===== src/shared/osc_pkg.sv =====
// Purpose: Shared constants and types of the oscillator source control block
// Assumes: 100 MHz system clock, 8-bit byte address on the register port
// Notes:   Alias words of the control register clear, set or invert bits
package osc_pkg;

	// ----------------------------------------------------------------
	// Clock and timing
	// ----------------------------------------------------------------
	localparam int CLK_MHZ = 100;
	localparam int SWITCH_TIME_NS = 100;
	localparam int SWITCH_CYCLES =
		(SWITCH_TIME_NS * CLK_MHZ + 999) / 1000;

	// ----------------------------------------------------------------
	// Register map (byte addresses)
	// ----------------------------------------------------------------
	localparam logic [7:0] OFS_CTRL = 8'h00;
	localparam logic [7:0] OFS_CTRL_CLR = 8'h04;
	localparam logic [7:0] OFS_CTRL_SET = 8'h08;
	localparam logic [7:0] OFS_CTRL_INV = 8'h0C;
	localparam logic [7:0] OFS_KEY = 8'h30;
	localparam logic [7:0] OFS_IRQ_STAT = 8'h40;
	localparam logic [7:0] OFS_IRQ_MASK = 8'h50;

	// ----------------------------------------------------------------
	// Control register fields
	// ----------------------------------------------------------------
	localparam int DIV_LSB = 24;
	localparam int CUR_LSB = 12;
	localparam int NXT_LSB = 8;
	localparam int LOCK_BIT = 7;
	localparam int SLEEP_BIT = 4;
	localparam int FAIL_BIT = 3;
	localparam int SEC_EN_BIT = 1;
	localparam int SWREQ_BIT = 0;
	// Software-writable bits; the current source field is read-only
	localparam logic [31:0] CTRL_WMASK = 32'h0700_079B;

	// Interrupt status bits
	localparam int IRQ_DONE_BIT = 0;
	localparam int IRQ_FAIL_BIT = 1;

	// ----------------------------------------------------------------
	// Unlock keys and reset values
	// ----------------------------------------------------------------
	localparam logic [31:0] KEY_FIRST = 32'hAA99_6655;
	localparam logic [31:0] KEY_SECOND = 32'h5566_99AA;
	localparam logic [2:0] DIV_RESET = 3'h0;
	localparam logic [1:0] IRQ_MASK_RESET = 2'h0;

	// ----------------------------------------------------------------
	// Source codes
	// ----------------------------------------------------------------
	localparam logic [2:0] SRC_RC_DIV = 3'h0;
	localparam logic [2:0] SRC_MULT_LOOP = 3'h1;
	localparam logic [2:0] SRC_PRIMARY = 3'h2;
	localparam logic [2:0] SRC_SECONDARY = 3'h4;
	localparam logic [2:0] SRC_LOW_POWER = 3'h5;

	typedef enum logic [1:0] {
		KEY_LOCKED,
		KEY_HALF,
		KEY_OPEN
	} osc_key_t;

endpackage


===== src/core/osc_ctrl.sv =====
// Purpose: Oscillator select control register with source switching
// Assumes: Config bits are stable at reset release; strobes one cycle
// Notes:   Control register writes need the two-key unlock; aliases clear, set, invert
// Operation
// - Divider codes 0..7 divide the RC clock by 1..64 and 256; reset 1.
// - Divider select sits in bits 26:24, read and write.
// - Current source codes: RC, multiplier, primary, secondary, low-power.
// - Codes 110 and 111 act as divided RC; 011 is reserved.
// - Current source in bits 14:12, read-only, set only by hardware.
// - Reset loads current and next source from the initial-source config.
// - Reset loads switch request from the two-speed start config bit.
// - Reset loads secondary enable from its config bit.
// - Writes are ignored unless the unlock sequence was performed first.
// - Aliases at base plus 4, 8, C clear, set, invert written ones.
// - Bits 31:27, 23:15 and 11 always read zero.
// - Reset values depend on config bits and the reset type; here only on config bits, since the async reset clears divider and lock first.
// - Next source in bits 10:8, same encoding, software writable.
// - Switch request starts a switch to next source; cleared when done.
// - Lock bit blocks source selection changes while one.
// - Clock-fail flag sets when the monitor reports a failure.
//
// The plain strobed port and the address map were left to the implementer.
`timescale 1ns/1ps
module osc_ctrl
	import osc_pkg::*;
(
	// Clock and reset
	input wire logic CLK,
	input wire logic ARST_N,
	// Register port
	input wire logic [7:0] ADDR,
	input wire logic [31:0] WDATA,
	input wire logic WR,
	input wire logic RD,
	output logic [31:0] RDATA,
	// Configuration word bits and reset kind
	input wire logic [2:0] CFG_INITIAL_SOURCE,
	input wire logic CFG_TWO_SPEED_START,
	input wire logic CFG_SECONDARY_ENABLE,
	input wire logic WAKE_RESET,
	// Fail-safe monitor
	input wire logic FAIL_DETECT,
	// Clock system outputs
	output logic [2:0] ACTIVE_SOURCE,
	output logic RC_TICK,
	output logic SECONDARY_ENABLE,
	output logic SLEEP_ON_WAIT,
	output logic SWITCH_BUSY,
	output logic IRQ
);

	// ----------------------------------------------------------------
	// State
	// ----------------------------------------------------------------
	logic [2:0] div_ff;
	logic [2:0] cur_ff;
	logic [2:0] nxt_ff;
	logic lock_ff;
	logic sleep_ff;
	logic fail_ff;
	logic sec_en_ff;
	logic swreq_ff;
	logic cfg_pending_ff;
	osc_key_t key_ff;
	logic [1:0] stat_ff;
	logic [1:0] mask_ff;
	logic [31:0] rdata_ff;
	logic sw_busy;
	logic sw_done;
	logic [31:0] ctrl_rd;
	logic [31:0] nxt_ctrl;
	logic ctrl_hit;
	logic ctrl_wr;
	logic sel_ok;

	// ----------------------------------------------------------------
	// Control register view and alias write merge
	// ----------------------------------------------------------------
	always_comb begin
		ctrl_rd = 32'h0000_0000;
		ctrl_rd[DIV_LSB +: 3] = div_ff;
		ctrl_rd[CUR_LSB +: 3] = cur_ff;
		ctrl_rd[NXT_LSB +: 3] = nxt_ff;
		ctrl_rd[LOCK_BIT] = lock_ff;
		ctrl_rd[SLEEP_BIT] = sleep_ff;
		ctrl_rd[FAIL_BIT] = fail_ff;
		ctrl_rd[SEC_EN_BIT] = sec_en_ff;
		ctrl_rd[SWREQ_BIT] = swreq_ff;
	end

	assign ctrl_hit = (ADDR == OFS_CTRL) || (ADDR == OFS_CTRL_CLR)
		|| (ADDR == OFS_CTRL_SET) || (ADDR == OFS_CTRL_INV);
	assign ctrl_wr = WR && ctrl_hit && (key_ff == KEY_OPEN);

	always_comb begin
		unique case (ADDR)
			OFS_CTRL_CLR: nxt_ctrl = ctrl_rd & ~WDATA;
			OFS_CTRL_SET: nxt_ctrl = ctrl_rd | WDATA;
			OFS_CTRL_INV: nxt_ctrl = ctrl_rd ^ WDATA;
			default: nxt_ctrl = WDATA;
		endcase
		nxt_ctrl = (nxt_ctrl & CTRL_WMASK) | (ctrl_rd & ~CTRL_WMASK);
	end

	// Source selection may change only while unlocked and no switch runs
	assign sel_ok = ctrl_wr && !lock_ff;

	// ----------------------------------------------------------------
	// Unlock sequence
	// ----------------------------------------------------------------
	// Any other key value relocks, so a stray write cannot reopen it
	always_ff @(posedge CLK or negedge ARST_N) begin
		if (!ARST_N) begin
			key_ff <= KEY_LOCKED;
		end else if (WR && ADDR == OFS_KEY) begin
			unique case (key_ff)
				KEY_LOCKED: key_ff <= (WDATA == KEY_FIRST) ? KEY_HALF
					: KEY_LOCKED;
				KEY_HALF: key_ff <= (WDATA == KEY_SECOND) ? KEY_OPEN
					: KEY_LOCKED;
				KEY_OPEN: key_ff <= (WDATA == KEY_FIRST) ? KEY_HALF
					: KEY_LOCKED;
			endcase
		end
	end

	// ----------------------------------------------------------------
	// Configuration capture after reset release
	// ----------------------------------------------------------------
	always_ff @(posedge CLK or negedge ARST_N) begin
		if (!ARST_N) begin
			cfg_pending_ff <= 1'b1;
		end else begin
			cfg_pending_ff <= 1'b0;
		end
	end

	// ----------------------------------------------------------------
	// Source selection and switch request
	// ----------------------------------------------------------------
	always_ff @(posedge CLK or negedge ARST_N) begin
		if (!ARST_N) begin
			cur_ff <= SRC_RC_DIV;
			nxt_ff <= SRC_RC_DIV;
		end else if (cfg_pending_ff) begin
			cur_ff <= CFG_INITIAL_SOURCE;
			nxt_ff <= CFG_INITIAL_SOURCE;
		end else begin
			if (sw_done) begin
				cur_ff <= nxt_ff;
			end
			if (sel_ok && !swreq_ff) begin
				nxt_ff <= nxt_ctrl[NXT_LSB +: 3];
			end
		end
	end

	// Request clears one cycle after the current source was updated
	logic clear_req_ff;
	always_ff @(posedge CLK or negedge ARST_N) begin
		if (!ARST_N) begin
			swreq_ff <= 1'b0;
			clear_req_ff <= 1'b0;
		end else if (cfg_pending_ff) begin
			swreq_ff <= CFG_TWO_SPEED_START;
			clear_req_ff <= 1'b0;
		end else begin
			clear_req_ff <= sw_done;
			if (clear_req_ff) begin
				swreq_ff <= 1'b0;
			end else if (sel_ok && !swreq_ff) begin
				swreq_ff <= nxt_ctrl[SWREQ_BIT];
			end
		end
	end

	osc_switch_seq #(
		.CYCLES(SWITCH_CYCLES)
	) u_switch (
		.clk(CLK),
		.arst_n(ARST_N),
		.start(swreq_ff && !clear_req_ff),
		.busy(sw_busy),
		.done(sw_done)
	);

	// ----------------------------------------------------------------
	// Divider, lock, sleep and secondary enable
	// ----------------------------------------------------------------
	// Divider and lock clear on every reset, wake or not; the async reset clears them before the wake check
	always_ff @(posedge CLK or negedge ARST_N) begin
		if (!ARST_N) begin
			div_ff <= DIV_RESET;
			lock_ff <= 1'b0;
			sleep_ff <= 1'b0;
			sec_en_ff <= 1'b0;
		end else if (cfg_pending_ff) begin
			sec_en_ff <= CFG_SECONDARY_ENABLE;
			if (!WAKE_RESET) begin
				div_ff <= DIV_RESET;
				lock_ff <= 1'b0;
			end
		end else if (ctrl_wr) begin
			div_ff <= nxt_ctrl[DIV_LSB +: 3];
			sleep_ff <= nxt_ctrl[SLEEP_BIT];
			sec_en_ff <= nxt_ctrl[SEC_EN_BIT];
			// Lock can only be set; reset is the way out
			lock_ff <= lock_ff | nxt_ctrl[LOCK_BIT];
		end
	end

	// ----------------------------------------------------------------
	// Clock-fail flag: hardware set wins over software clear
	// ----------------------------------------------------------------
	always_ff @(posedge CLK or negedge ARST_N) begin
		if (!ARST_N) begin
			fail_ff <= 1'b0;
		end else if (FAIL_DETECT) begin
			fail_ff <= 1'b1;
		end else if (ctrl_wr) begin
			fail_ff <= nxt_ctrl[FAIL_BIT];
		end
	end

	// ----------------------------------------------------------------
	// Interrupt status and mask
	// ----------------------------------------------------------------
	always_ff @(posedge CLK or negedge ARST_N) begin
		if (!ARST_N) begin
			stat_ff <= 2'h0;
		end else begin
			for (int i = 0; i < 2; i++) begin
				if ((i == IRQ_DONE_BIT && sw_done)
					|| (i == IRQ_FAIL_BIT && FAIL_DETECT)) begin
					stat_ff[i] <= 1'b1;
				end else if (WR && ADDR == OFS_IRQ_STAT && WDATA[i]) begin
					stat_ff[i] <= 1'b0;
				end
			end
		end
	end

	always_ff @(posedge CLK or negedge ARST_N) begin
		if (!ARST_N) begin
			mask_ff <= IRQ_MASK_RESET;
		end else if (WR && ADDR == OFS_IRQ_MASK) begin
			mask_ff <= WDATA[1:0];
		end
	end

	assign IRQ = |(stat_ff & mask_ff);

	// ----------------------------------------------------------------
	// Read port: data in the cycle after the strobe, else zero
	// ----------------------------------------------------------------
	always_ff @(posedge CLK or negedge ARST_N) begin
		if (!ARST_N) begin
			rdata_ff <= 32'h0000_0000;
		end else if (RD) begin
			unique case (ADDR)
				OFS_CTRL: rdata_ff <= ctrl_rd;
				OFS_KEY: rdata_ff <= {30'h0, key_ff};
				OFS_IRQ_STAT: rdata_ff <= {30'h0, stat_ff};
				OFS_IRQ_MASK: rdata_ff <= {30'h0, mask_ff};
				default: rdata_ff <= 32'h0000_0000;
			endcase
		end else begin
			rdata_ff <= 32'h0000_0000;
		end
	end

	assign RDATA = rdata_ff;

	// ----------------------------------------------------------------
	// Clock system outputs
	// ----------------------------------------------------------------
	// Reserved codes fall back to the divided fast RC
	always_comb begin
		unique case (cur_ff)
			SRC_MULT_LOOP, SRC_PRIMARY, SRC_SECONDARY, SRC_LOW_POWER:
				ACTIVE_SOURCE = cur_ff;
			default: ACTIVE_SOURCE = SRC_RC_DIV;
		endcase
	end

	osc_rc_divider u_div (
		.clk(CLK),
		.arst_n(ARST_N),
		.div_code(div_ff),
		.tick(RC_TICK)
	);

	assign SECONDARY_ENABLE = sec_en_ff;
	assign SLEEP_ON_WAIT = sleep_ff;
	assign SWITCH_BUSY = sw_busy;
endmodule


===== src/core/osc_frc_divider.sv =====
// Purpose: One-cycle enable pulses at the divided fast RC rate
// Assumes: The fast RC clock is modelled by the system clock
// Notes:   A new code takes effect at once; a count already past its end wraps next cycle
`timescale 1ns/1ps
module osc_rc_divider
	import osc_pkg::*;
(
	// Clock and reset
	input wire logic clk,
	input wire logic arst_n,
	// Divider select
	input wire logic [2:0] div_code,
	// Output
	output logic tick
);

	logic [7:0] cnt_ff;
	logic [7:0] last;

	// Divide by 1, 2, 4, 8, 16, 32, 64, 256 for codes 0 to 7
	always_comb begin
		unique case (div_code)
			3'h0: last = 8'h00;
			3'h1: last = 8'h01;
			3'h2: last = 8'h03;
			3'h3: last = 8'h07;
			3'h4: last = 8'h0F;
			3'h5: last = 8'h1F;
			3'h6: last = 8'h3F;
			3'h7: last = 8'hFF;
		endcase
	end

	always_ff @(posedge clk or negedge arst_n) begin
		if (!arst_n) begin
			cnt_ff <= 8'h00;
		end else if (cnt_ff >= last) begin
			cnt_ff <= 8'h00;
		end else begin
			cnt_ff <= cnt_ff + 8'h01;
		end
	end

	assign tick = (cnt_ff >= last);

endmodule


===== src/core/osc_switch_seq.sv =====
// Purpose: Times one clock source switch and reports its end
// Assumes: start is held until done has been seen
// Notes:   done is a one-cycle pulse; busy covers the whole wait
`timescale 1ns/1ps
module osc_switch_seq
	import osc_pkg::*;
#(
	parameter int CYCLES = SWITCH_CYCLES
)
(
	// Clock and reset
	input wire logic clk,
	input wire logic arst_n,
	// Control
	input wire logic start,
	output logic busy,
	output logic done
);

	logic [15:0] cnt_ff;
	logic busy_ff;
	logic done_ff;

	always_ff @(posedge clk or negedge arst_n) begin
		if (!arst_n) begin
			busy_ff <= 1'b0;
			done_ff <= 1'b0;
			cnt_ff <= 16'h0000;
		end else begin
			done_ff <= 1'b0;
			if (!busy_ff && start && !done_ff) begin
				busy_ff <= 1'b1;
				cnt_ff <= 16'h0000;
			end else if (busy_ff) begin
				if (cnt_ff == 16'(CYCLES - 1)) begin
					busy_ff <= 1'b0;
					done_ff <= 1'b1;
				end else begin
					cnt_ff <= cnt_ff + 16'h0001;
				end
			end
		end
	end

	assign busy = busy_ff;
	assign done = done_ff;

endmodule


===== config.mk =====
export PLATFORM = sky130hd
export DESIGN_NAME = osc_ctrl
export DESIGN_NICKNAME = d
export VERILOG_FILES = /design/src/shared/osc_pkg.sv /design/src/core/osc_ctrl.sv /design/src/core/osc_frc_divider.sv /design/src/core/osc_switch_seq.sv
export SDC_FILE = /design/constraint.sdc
export NUM_CORES = 1
export LEC_CHECK = 0
export BUFFER_PORTS_ARGS = -buffer_cell sky130_fd_sc_hd__buf_2
export CELL_PAD_IN_SITES_DETAIL_PLACEMENT = 1
export CELL_PAD_IN_SITES_GLOBAL_PLACEMENT = 1
export CORE_AREA = 4 4 106 108
export DETAILED_ROUTE_END_ITERATION = 10
export DIE_AREA = 0 0 110 112
export MAX_ROUTING_LAYER = met4
export PLACE_DENSITY = 0.81
export SYNTH_ARGS = -nofsm -noshare
export SYNTH_HDL_FRONTEND = slang
export SYNTH_SLANG_ARGS = --single-unit

===== constraint.sdc =====
create_clock -name CLK -period 2.87 [get_ports CLK]
set_input_delay 0 -clock CLK [delete_from_list [all_inputs] [get_ports CLK]]
set_output_delay 0 -clock CLK [all_outputs]
set_load 0.02 [all_outputs]

==> results of run 1 <==
[per-layer routing]
| metal | up-vias | wire length, um | GRT usage |
|---|---|---|---|
| met1 | 1654 | 4908 | 0.2482 |
| met3 | 19 | 521 | 0.03246 |
| met5 | - | 0 | - |
| li1 | 1615 | - | - |
| met4 | 0 | 178 | 0.06567 |
| met2 | 97 | 5182 | 0.2969 |
[final cells by class]
type | count | area (um^2)
clock inverters | 3 | 42.54
clock buffers | 13 | 158.9
multi-input cells | 308 | 2197
repair buffers | 86 | 493.0
well taps | 136 | 170.2
fillers | 1181 | 5470
flip-flops and latches | 62 | 1553
inverters | 39 | 146.4
[logic make-up after synthesis]
kind of cell,count (synthesis),synth area share
muxes,18,0.05568
xor gates and xnor gates,14,0.03065
and+or+nand+nor,162,0.2390
buffers and inverters,66,0.07945
DFF,62,0.3882
AOI/OAI and AO/OA,62,0.1029
adders and majority gates,33,0.1032
other,1,0.0009375
[how the worst min path moves through the flow]
stage	endpoint	slack [ns]	from
after global placement	stat_ff[1]	0.21	FAIL_DETECT
after global routing	RDATA[1]	0.04	ADDR[1]
after CTS	div_ff[1]	0.004	WDATA[25]
final	RDATA[0]	0.02	ADDR[1]
after detailed placement	stat_ff[1]	0.23	FAIL_DETECT
after floorplan	RDATA[0]	-0.30	ARST_N
[sequential cells by signal, indices dropped and copies added (netlist names), 2 cells and up]
register,flops
u_switch.cnt_ff,16
RDATA,14
u_div.cnt_ff,8
cur_ff,3
div_ff,3
nxt_ff,3
key_ff,2
mask_ff,2
stat_ff,2
[power groups by stage]
| stage | sequential, mW | combinational (mW) | clock (mW) |
|---|---|---|---|
| after global routing | 1.06 | 0.556 | 0.855 |
| final | 1.05 | 0.498 | 0.797 |
| after floorplan | 1.03 | 0.334 | 0 |
| after detailed placement | 1.06 | 0.484 | 0 |
| after CTS | 1.04 | 0.502 | 0.811 |
| after global placement | 1.05 | 0.454 | 0 |
[placed cells by master, fill, tap and decap left out, drive strengths merged, types with 6 or more instances in the layout]
master and count:
a21oi 10, and2 13, buf 75, clkbuf 13, conb 19, dfrtp 61
dlygate4sd3 11, ha 33, inv 39, mux2i 11, nand2 27, nand3 24
nand4 12, nor2 34, nor2b 6, nor3 8, nor4 7, nor4b 6
o21ai 22, xnor2 6, xor2 8
[worst max-delay path: cells and delay by family, from the launching register on]
kind / cells / cell delay (ns)
AOI/OAI and AO/OA: 3 / 0.73
adders and majority gates: 1 / 0.26
buffers and inverters: 1 / 0.21
DFF: 1 / 0.47
and+or+nand+nor: 3 / 0.38
[stage by stage]
step	util	hold slack, ns	setup WS, ns	area [um^2]	std cells
final	0.4653	0.01908	0.4760	4761	647
after global routing	0.4653	0.03644	0.2714	4761	647
after CTS	0.4653	0.004335	0.4361	4761	647
after detailed placement	0.4349	0.2276	0.7935	4449	620
after global placement	0.4349	0.2134	0.8711	4449	620
after floorplan	-	-0.2956	0.8219	4068	436
[what timing repair did]
item	4_1_cts	5_1_grt
endpoints found under the setup margin	0	0
hold buffers	11	0
endpoints found under the hold margin	63	0
==> impl_metrics.env, run 1 <==
export IMPL_max_stage_delay_ns=0.47
export IMPL_routabilityCongestion=0.9296
export IMPL_intPower_mw=1.585
export IMPL_ir_drop_uv=231.5
export IMPL_wl_per_cell_um=16.68
export IMPL_yosys_top_cells_count="61 x dfrtp_1, 39 x inv_1, 33 x ha_1, 33 x nor2_1, 27 x nand2_1"
export IMPL_synth_flop_cell="dfrtp_1"
export IMPL_hpwlAfterDp_mm=8.368
export IMPL_cts_tree="done"
export IMPL_fmax_mhz=417.7
export IMPL_p_leak_nw=2.289
export IMPL_viasPerCell=5.232
export IMPL_num_vias=3385
export IMPL_p_total_mw=2.341
export IMPL_grt_ovfl_total=0
export IMPL_cts_sinks=62
export IMPL_initial_utilization=0.3910
export IMPL_grt_antenna_before_repair=0
export IMPL_worst_path_max_fanout=9
export IMPL_rsz0062_at_grt="no"
export IMPL_outcome="finished clean"
export IMPL_rrSetupSlack_ns=0.82
export IMPL_synth_area_leaders="dfrtp_1 38%, ha_1 10%, inv_1 3.7%, buf_4 3.4%, nor2_1 3.1%"
export IMPL_antenna_cells=0
export IMPL_cts_path_max_buffers=2
export IMPL_async_flop_share=1.000
export IMPL_die_area_um2=12320
export IMPL_drtAntennaViolNets=0
export IMPL_nNetsFinal=590
export IMPL_fp_dieW_um=110
export IMPL_finalSetupViolCount=0
export IMPL_io_pins=91
export IMPL_drv_slew=0
export IMPL_min_path_cells=4
export IMPL_startpoint="div_ff[2]"
export IMPL_period_needed_ns=2.394
export IMPL_required_ns=2.87
export IMPL_end_kind="output pin"
export IMPL_r2r_cells=8
export IMPL_r2r_start="div_ff[2]"
export IMPL_route_detailed_drc=0
export IMPL_p_switching_mw=0.7556
export IMPL_io_buffer_count=72
export IMPL_crit_arrival_ns=2.39
export IMPL_synth_distinct_cells=57
export IMPL_synth_most_common_cell="dfrtp_1"
export IMPL_numCtsBuffers=9
export IMPL_yosys_warnings=0
export IMPL_synth_cells=418
export IMPL_worst_path_max_delay_cell="dfrtp_1"
export IMPL_tightest_slew_ns=1.146
export IMPL_ys_seq_area_frac=0.3882
export IMPL_power_frac_seq=0.447
export IMPL_insertion_delay_ns=0.35
export IMPL_grt_pass1_vias=3627
export IMPL_p_comb_frac=0.213
export IMPL_netlist_area_leader_share=0.3816
export IMPL_cts_resized=0
export IMPL_routed_wl_mm=10.79
export IMPL_fin_tns_setup_ns=0
export IMPL_rows=37
export IMPL_coreArea_um2=10230
export IMPL_grt_total_usage=0.1903
export IMPL_post_cts_buffers=0
export IMPL_cp_cell_sequence="nor2_1, nand2_1, ha_1, nand2b_1, a211oi_1, o31ai_1, a211o_1, buf_2"
export IMPL_timing_final_crit_share=0.8341
export IMPL_report_final_hold_viol_count=0
export IMPL_critPathKind="flip-flop to output pin"
export IMPL_clkTransAtPathRegs_ns=0.07
export IMPL_crit_end="RC_TICK"
export IMPL_clock_root_buffer="clkbuf_8"
export IMPL_relSlewSlack=0.2363
export IMPL_cap_violations=0
export IMPL_syn_area_um2=4000
export IMPL_synth_edf_count=0
export IMPL_area_growth_pct=19.02
export IMPL_reg2reg_to="u_div.cnt_ff[2]"
export IMPL_clockPowerShare=0.340
export IMPL_h_tree_depth=3
export IMPL_drtIter0Drc=153
export IMPL_pwr_density_cell_nw_per_um2=491.7
export IMPL_avgSynthCellArea_um2=9.570
export IMPL_first_pass_iters=4
export IMPL_critPathLaunchType="flip-flop"
export IMPL_die_h_um=112
export IMPL_drive_gt1_frac=0.2133
export IMPL_hold_path_class="input pin to flip-flop"
export IMPL_grt_pass1_wl_mm=17.82
export IMPL_synth_seq_cells=62
export IMPL_finClkSkew_ns=0.008274
export IMPL_yosys_area_top_type="dfrtp_1"
export IMPL_grt_max_degree=53
export IMPL_switching_share=0.3228
(Power assumes the default switching activity.)
==> run 2: changes to the inputs <==
--- a/config.mk
+++ b/config.mk
@@ -5,12 +5,13 @@
 export SDC_FILE = /design/constraint.sdc
 export NUM_CORES = 1
 export LEC_CHECK = 0
+export ABC_AREA = 1
 export BUFFER_PORTS_ARGS = -buffer_cell sky130_fd_sc_hd__buf_2
 export CELL_PAD_IN_SITES_DETAIL_PLACEMENT = 1
 export CELL_PAD_IN_SITES_GLOBAL_PLACEMENT = 1
-export CORE_AREA = 4 4 106 108
+export CORE_AREA = 4 4 115 117
 export DETAILED_ROUTE_END_ITERATION = 10
-export DIE_AREA = 0 0 110 112
+export DIE_AREA = 0 0 119 121
 export MAX_ROUTING_LAYER = met4
 export PLACE_DENSITY = 0.81
 export SYNTH_ARGS = -nofsm -noshare
==> constraint.sdc (replaced) <==
create_clock -name CLK -period 2.2 [get_ports CLK]
set_input_delay 0 -clock CLK [delete_from_list [all_inputs] [get_ports CLK]]
set_output_delay 0 -clock CLK [all_outputs]
set_load 0.02 [all_outputs]
==> impl_metrics.env, run 2 <==
export IMPL_grt_pass1_vias=4576
export IMPL_pwr_density_cell_nw_per_um2=691.8
export IMPL_cp_cell_sequence="nand3_1, ha_1, nand2_1, nor2_1, nand4_1, o2111ai_4, buf_2"
export IMPL_insertion_delay_ns=0.33
export IMPL_grt_antenna_before_repair=0
export IMPL_coreArea_um2=12360
export IMPL_antenna_cells=0
export IMPL_synth_cells=579
export IMPL_cts_tree="done"
export IMPL_crit_arrival_ns=2.03
export IMPL_grt_max_degree=35
export IMPL_yosys_top_cells_count="114 x nand2_1, 69 x inv_1, 66 x nor2_1, 61 x dfrtp_1, 57 x nand3_1"
export IMPL_fp_dieW_um=119
export IMPL_hold_path_class="input pin to flip-flop"
export IMPL_largest_reg_flops=16
export IMPL_synth_area_leaders="dfrtp_1 35%, nand2_1 9.9%, ha_1 9.5%, nand3_1 6.6%, inv_1 6.0%"
export IMPL_io_buffer_count=72
export IMPL_syn_area_um2=4330
export IMPL_cts_path_max_buffers=2
export IMPL_rows=41
export IMPL_holdWs_ns=0.02190
export IMPL_final_cell_mix="114 x nand2_1, 72 x buf_2, 69 x inv_1"
export IMPL_synth_distinct_cells=43
export IMPL_num_vias=4239
export IMPL_crit_buf_inv=1
export IMPL_cap_violations=0
export IMPL_die_h_um=121
export IMPL_synth_flop_cell="dfrtp_1"
export IMPL_drv_slew=0
export IMPL_fmax_mhz=492.5
export IMPL_critPathKind="flip-flop to output pin"
export IMPL_p_leak_nw=2.646
export IMPL_nNetsFinal=747
export IMPL_max_stage_delay_ns=0.44
export IMPL_end_kind="output pin"
export IMPL_rsz0062_at_grt="no"
export IMPL_h_tree_depth=3
export IMPL_synth_edf_count=0
export IMPL_viasPerCell=5.046
export IMPL_report_final_hold_viol_count=0
export IMPL_ir_drop_uv=302.5
export IMPL_fin_tns_setup_ns=0
export IMPL_critical_path_top_delay_family="simple AND/OR/NAND/NOR gates"
export IMPL_async_flop_share=1.000
export IMPL_largest_register="u_switch.cnt_ff"
export IMPL_p_total_mw=3.595
export IMPL_drtIter0Drc=246
export IMPL_numCtsBuffers=9
export IMPL_ys_seq_area_frac=0.3586
export IMPL_grt_ovfl_total=0
export IMPL_post_cts_buffers=0
export IMPL_wl_per_cell_um=15.81
export IMPL_outcome="finished clean"
export IMPL_die_area_um2=14400
export IMPL_cts_sinks=62
export IMPL_drive_gt1_frac=0.1901
export IMPL_synth_most_common_cell="nand2_1"
export IMPL_yosys_area_top_type="dfrtp_1"
export IMPL_hpwlAfterDp_mm=10.28
export IMPL_first_pass_iters=4
export IMPL_io_pins=91
export IMPL_required_ns=2.20
export IMPL_yosys_warnings=0
export IMPL_drtAntennaViolNets=0
export IMPL_netlist_area_leader_share=0.3525
export IMPL_routed_wl_mm=13.28
export IMPL_clkTransAtPathRegs_ns=0.05
export IMPL_synth_seq_cells=62
export IMPL_avgSynthCellArea_um2=7.479
export IMPL_finClkSkew_ns=0.006974
export IMPL_relSlewSlack=0.4927
export IMPL_layout_commonest_cell="nand2_1"
export IMPL_initial_utilization=0.3503
export IMPL_route_detailed_drc=0
export IMPL_timing_final_crit_share=0.9230
export IMPL_worst_path_max_fanout=9
export IMPL_area_growth_pct=19.99
export IMPL_grt_pass1_wl_mm=22.11
export IMPL_critPathLaunchType="flip-flop"
export IMPL_tightest_slew_ns=0.7609
export IMPL_routabilityCongestion=0.8266
export IMPL_clock_root_buffer="clkbuf_16"
export IMPL_finalSetupViolCount=0
export IMPL_worst_path_max_delay_cell="dfrtp_2"
export IMPL_period_needed_ns=2.031
export IMPL_grt_total_usage=0.1960
[run 2: what timing repair did]
action	in CTS	in global routing
pin swaps	0	0
endpoints found under the hold margin	35	0
endpoints found under the setup margin	1	1
hold buffers	7	0
resized for setup	1	3
[run 2: power breakdown]
| group | total [mW] | internal (mW) | leakage, nW | switching [mW] |
|---|---|---|---|---|
| Sequential | 1.36 | 1.23 | 0.808 | 0.130 |
| Combinational | 0.776 | 0.247 | 1.69 | 0.530 |
| Clock | 1.46 | 0.938 | 0.146 | 0.521 |
[run 2: through the flow]
stage,setup WS (ns),std cells,util,instance area [um^2]
floorplan,0.3689,597,-,4398
global placement,0.3631,817,0.3885,4803
detailed placement,0.3062,817,0.3885,4803
CTS,0.1124,840,0.4192,5182
global route,0.001148,840,0.4203,5196
finish,0.1694,840,0.4203,5196
[run 2: kinds of logic after synthesis]
group | Yosys count | share of synthesized area
XOR/XNOR | 7 | 0.01416
adder cells (fa/ha/maj) | 33 | 0.09535
flip-flops | 62 | 0.3586
AND/OR/NAND/NOR | 317 | 0.3447
other | 1 | 0.0008660
buffers and inverters | 107 | 0.1176
AO/OA/AOI/OAI | 52 | 0.06877
[run 2: worst paths after layout]
kind / slack, ns / start / end / cells after the start
worst max-delay path: 0.17 / div_ff[1] / RC_TICK / 7
worst min-delay path: 0.02 / WR / mask_ff[1] / 3
worst max register to register: 0.29 / u_switch.cnt_ff[0] / u_switch.cnt_ff[6] / 8
worst min register to register: 0.48 / u_div.cnt_ff[0] / u_div.cnt_ff[0] / 1
max in group asynchronous: 1.28 / ARST_N / u_div.cnt_ff[6] / 3
min in group asynchronous: 0.27 / ARST_N / RDATA[4] / 2
[run 2: worst register-to-register path: stages, from the launching register on]
cell and delay [ns]:
dfrtp_1 0.53, ha_1 0.23, nand3_1 0.08, nor2_1 0.12, nand2_1 0.10, nand2_2 0.10, nand2_2 0.33, nand3b_1 0.21
o21ai_0 0.09
[run 2: per-layer routing]
layer / GRT usage / vias up / routed length (um)
met5: - / - / 0
met4: 0.05938 / 0 / 231
met3: 0.03310 / 21 / 528
met2: 0.3536 / 91 / 7056
met1: 0.2231 / 2085 / 5466
li1: - / 2042 / -
[run 2: layout make-up]
cell class / instances / area (um^2)
timing repair buffer: 83 / 473.0
inverter: 79 / 296.5
clock inverter: 3 / 42.54
sequential: 62 / 1555
multi-input combinational: 428 / 2354
tap: 172 / 215.2
fill: 1560 / 7167
clock buffer: 13 / 260.3
==> run 3: changes to the inputs <==
--- a/config.mk
+++ b/config.mk
@@ -5,15 +5,14 @@
 export SDC_FILE = /design/constraint.sdc
 export NUM_CORES = 1
 export LEC_CHECK = 0
-export ABC_AREA = 1
 export BUFFER_PORTS_ARGS = -buffer_cell sky130_fd_sc_hd__buf_2
 export CELL_PAD_IN_SITES_DETAIL_PLACEMENT = 1
 export CELL_PAD_IN_SITES_GLOBAL_PLACEMENT = 1
-export CORE_AREA = 4 4 115 117
+export CORE_AREA = 4 4 109 111
 export DETAILED_ROUTE_END_ITERATION = 10
-export DIE_AREA = 0 0 119 121
+export DIE_AREA = 0 0 113 115
 export MAX_ROUTING_LAYER = met4
-export PLACE_DENSITY = 0.81
+export PLACE_DENSITY = 0.8
 export SYNTH_ARGS = -nofsm -noshare
 export SYNTH_HDL_FRONTEND = slang
 export SYNTH_SLANG_ARGS = --single-unit
==> impl_metrics.env, run 3 (synthesis gave the netlist of run 1 again) <==
export IMPL_hold_path_class="input pin to flip-flop"
export IMPL_critPathKind="flip-flop to output pin"
export IMPL_grt_ovfl_total=0
export IMPL_drv_slew=0
export IMPL_rows=38
export IMPL_required_ns=2.20
export IMPL_clock_root_buffer="clkbuf_8"
export IMPL_pwr_density_cell_nw_per_um2=602.4
export IMPL_fp_dieW_um=113
export IMPL_max_stage_delay_ns=0.40
export IMPL_die_h_um=115
export IMPL_grt_pass1_vias=3649
export IMPL_grt_max_degree=37
export IMPL_numCtsBuffers=9
export IMPL_report_final_hold_viol_count=0
export IMPL_routabilityCongestion=0.8367
export IMPL_critical_path_top_delay_family="compound AO/OA/AOI/OAI gates"
export IMPL_insertion_delay_ns=0.34
export IMPL_cts_tree="done"
export IMPL_ir_drop_uv=331.3
export IMPL_fmax_mhz=458.7
export IMPL_layout_commonest_cell="buf_2"
export IMPL_crit_arrival_ns=2.18
export IMPL_multi_input_comb_area_um2=2221
export IMPL_routed_wl_mm=11.33
export IMPL_cp_cell_sequence="nor2_2, nand2_1, ha_1, nand2b_4, a211oi_2, o31ai_1, a211o_2, buf_6"
export IMPL_grt_total_usage=0.1803
export IMPL_cap_violations=0
export IMPL_finClkSkew_ns=0.008797
export IMPL_cts_sinks=62
export IMPL_initial_utilization=0.3706
export IMPL_p_leak_nw=2.332
export IMPL_ff_latch_area_um2=1554
export IMPL_drtAntennaViolNets=0
export IMPL_timing_final_crit_share=0.9910
export IMPL_first_pass_iters=4
export IMPL_relSlewSlack=0.5264
export IMPL_coreArea_um2=10790
export IMPL_h_tree_depth=3
export IMPL_route_detailed_drc=0
export IMPL_fin_ws_ns=0.01975
export IMPL_cts_path_max_buffers=2
export IMPL_clkTransAtPathRegs_ns=0.08
export IMPL_io_buffer_count=72
export IMPL_critPathLaunchType="flip-flop"
export IMPL_end_kind="output pin"
export IMPL_grt_antenna_before_repair=0
export IMPL_largest_register="u_switch.cnt_ff"
export IMPL_worst_path_max_delay_cell="dfrtp_1"
export IMPL_period_needed_ns=2.180
export IMPL_largest_reg_flops=16
export IMPL_area_growth_pct=20.64
export IMPL_drive_gt1_frac=0.2413
export IMPL_num_vias=3475
export IMPL_io_pins=91
export IMPL_final_cell_mix="71 x buf_2, 60 x dfrtp_1, 38 x inv_1"
export IMPL_hpwlAfterDp_mm=8.422
export IMPL_wl_per_cell_um=17.22
export IMPL_tightest_slew_ns=0.7104
export IMPL_crit_buf_inv=1
export IMPL_die_area_um2=13000
export IMPL_drtIter0Drc=180
export IMPL_post_route_util=0.4471
export IMPL_worst_path_max_fanout=2
export IMPL_nFillCells=1275
export IMPL_fin_tns_setup_ns=0
export IMPL_antenna_cells=0
export IMPL_viasPerCell=5.281
export IMPL_finalSetupViolCount=0
export IMPL_nNetsFinal=597
export IMPL_holdWs_ns=0.02763
export IMPL_grt_pass1_wl_mm=18.17
export IMPL_outcome="finished clean"
export IMPL_preCtsSetupSlack_ns=0.1783
-- run 3: cell count changes in the layout (fill, tap and decap cells not counted), sizes merged, moves of 7 or more --
cell,delta
nor2,-38
nand2,-96
mux2i,+11
nor3,-11
buf,+7
nand3,-34
o21ai,-8
and2,+13
inv,-39
nand4,-18
-- run 3: where the power goes --
group	internal (mW)	switching (mW)	total (mW)	leakage (nW)
registers	1.23	0.136	1.36	0.813
clock network	0.435	0.468	0.903	0.0861
logic	0.253	0.387	0.640	1.43
-- run 3: path summary, 6_finish.rpt --
kind | slack [ns] | cells after the start | end | start
worst max register to register | 0.15 | 9 | u_div.cnt_ff[2] | div_ff[1]
worst min register to register | 0.52 | 1 | u_div.cnt_ff[0] | u_div.cnt_ff[0]
max in group asynchronous | 1.25 | 3 | cfg_pending_ff | ARST_N
worst min-delay path | 0.03 | 4 | RDATA[1] | ADDR[0]
worst max-delay path | 0.02 | 8 | RC_TICK | div_ff[1]
min in group asynchronous | 0.24 | 2 | u_switch.cnt_ff[15] | ARST_N
-- run 3: stage by stage --
| step | cells | power, mW | instance area, um^2 |
|---|---|---|---|
| floorplan | 436 | 1.779 | 4068 |
| global placement | 626 | 1.964 | 4482 |
| detailed placement | 626 | 2.016 | 4482 |
| CTS | 655 | 2.947 | 4776 |
| global route | 658 | 3.099 | 4826 |
| finish | 658 | 2.907 | 4826 |
-- run 3: layout make-up --
| type | count | share of cell area |
|---|---|---|
| tap | 140 | 0.03630 |
| clock buffer | 12 | 0.03008 |
| sequential | 62 | 0.3220 |
| timing repair buffer | 93 | 0.1164 |
| multi-input combinational | 308 | 0.4602 |
| inverter | 39 | 0.03033 |
| clock inverter | 4 | 0.004667 |
-- run 3: routing by layer --
| layer | track usage | vias to the layer above | share of wire |
|---|---|---|---|
| li1 | - | 1635 | - |
| met1 | 0.2225 | 1720 | 0.42 |
| met2 | 0.3088 | 97 | 0.51 |
| met3 | 0.03263 | 23 | 0.048 |
| met4 | 0.04167 | 0 | 0.020 |
| met5 | - | - | 0 |
-- run 3: worst register-to-register path: cells and delay by family (launching register included) --
kind | cells | cell delay, ns
flops | 1 | 0.40
buf+inv | 1 | 0.17
fa+ha+maj | 1 | 0.27
compound gates | 3 | 0.62
simple gates | 4 | 0.52
-- run 3: what timing repair did --
item / CTS / global route
endpoints found under the setup margin: 1 / 3
hold endpoints to repair: 39 / 0
cloned: 0 / 0
setup buffers: 3 / 3
pin swaps: 3 / 6
gates resized for setup: 3 / 8
hold buffers: 10 / 0
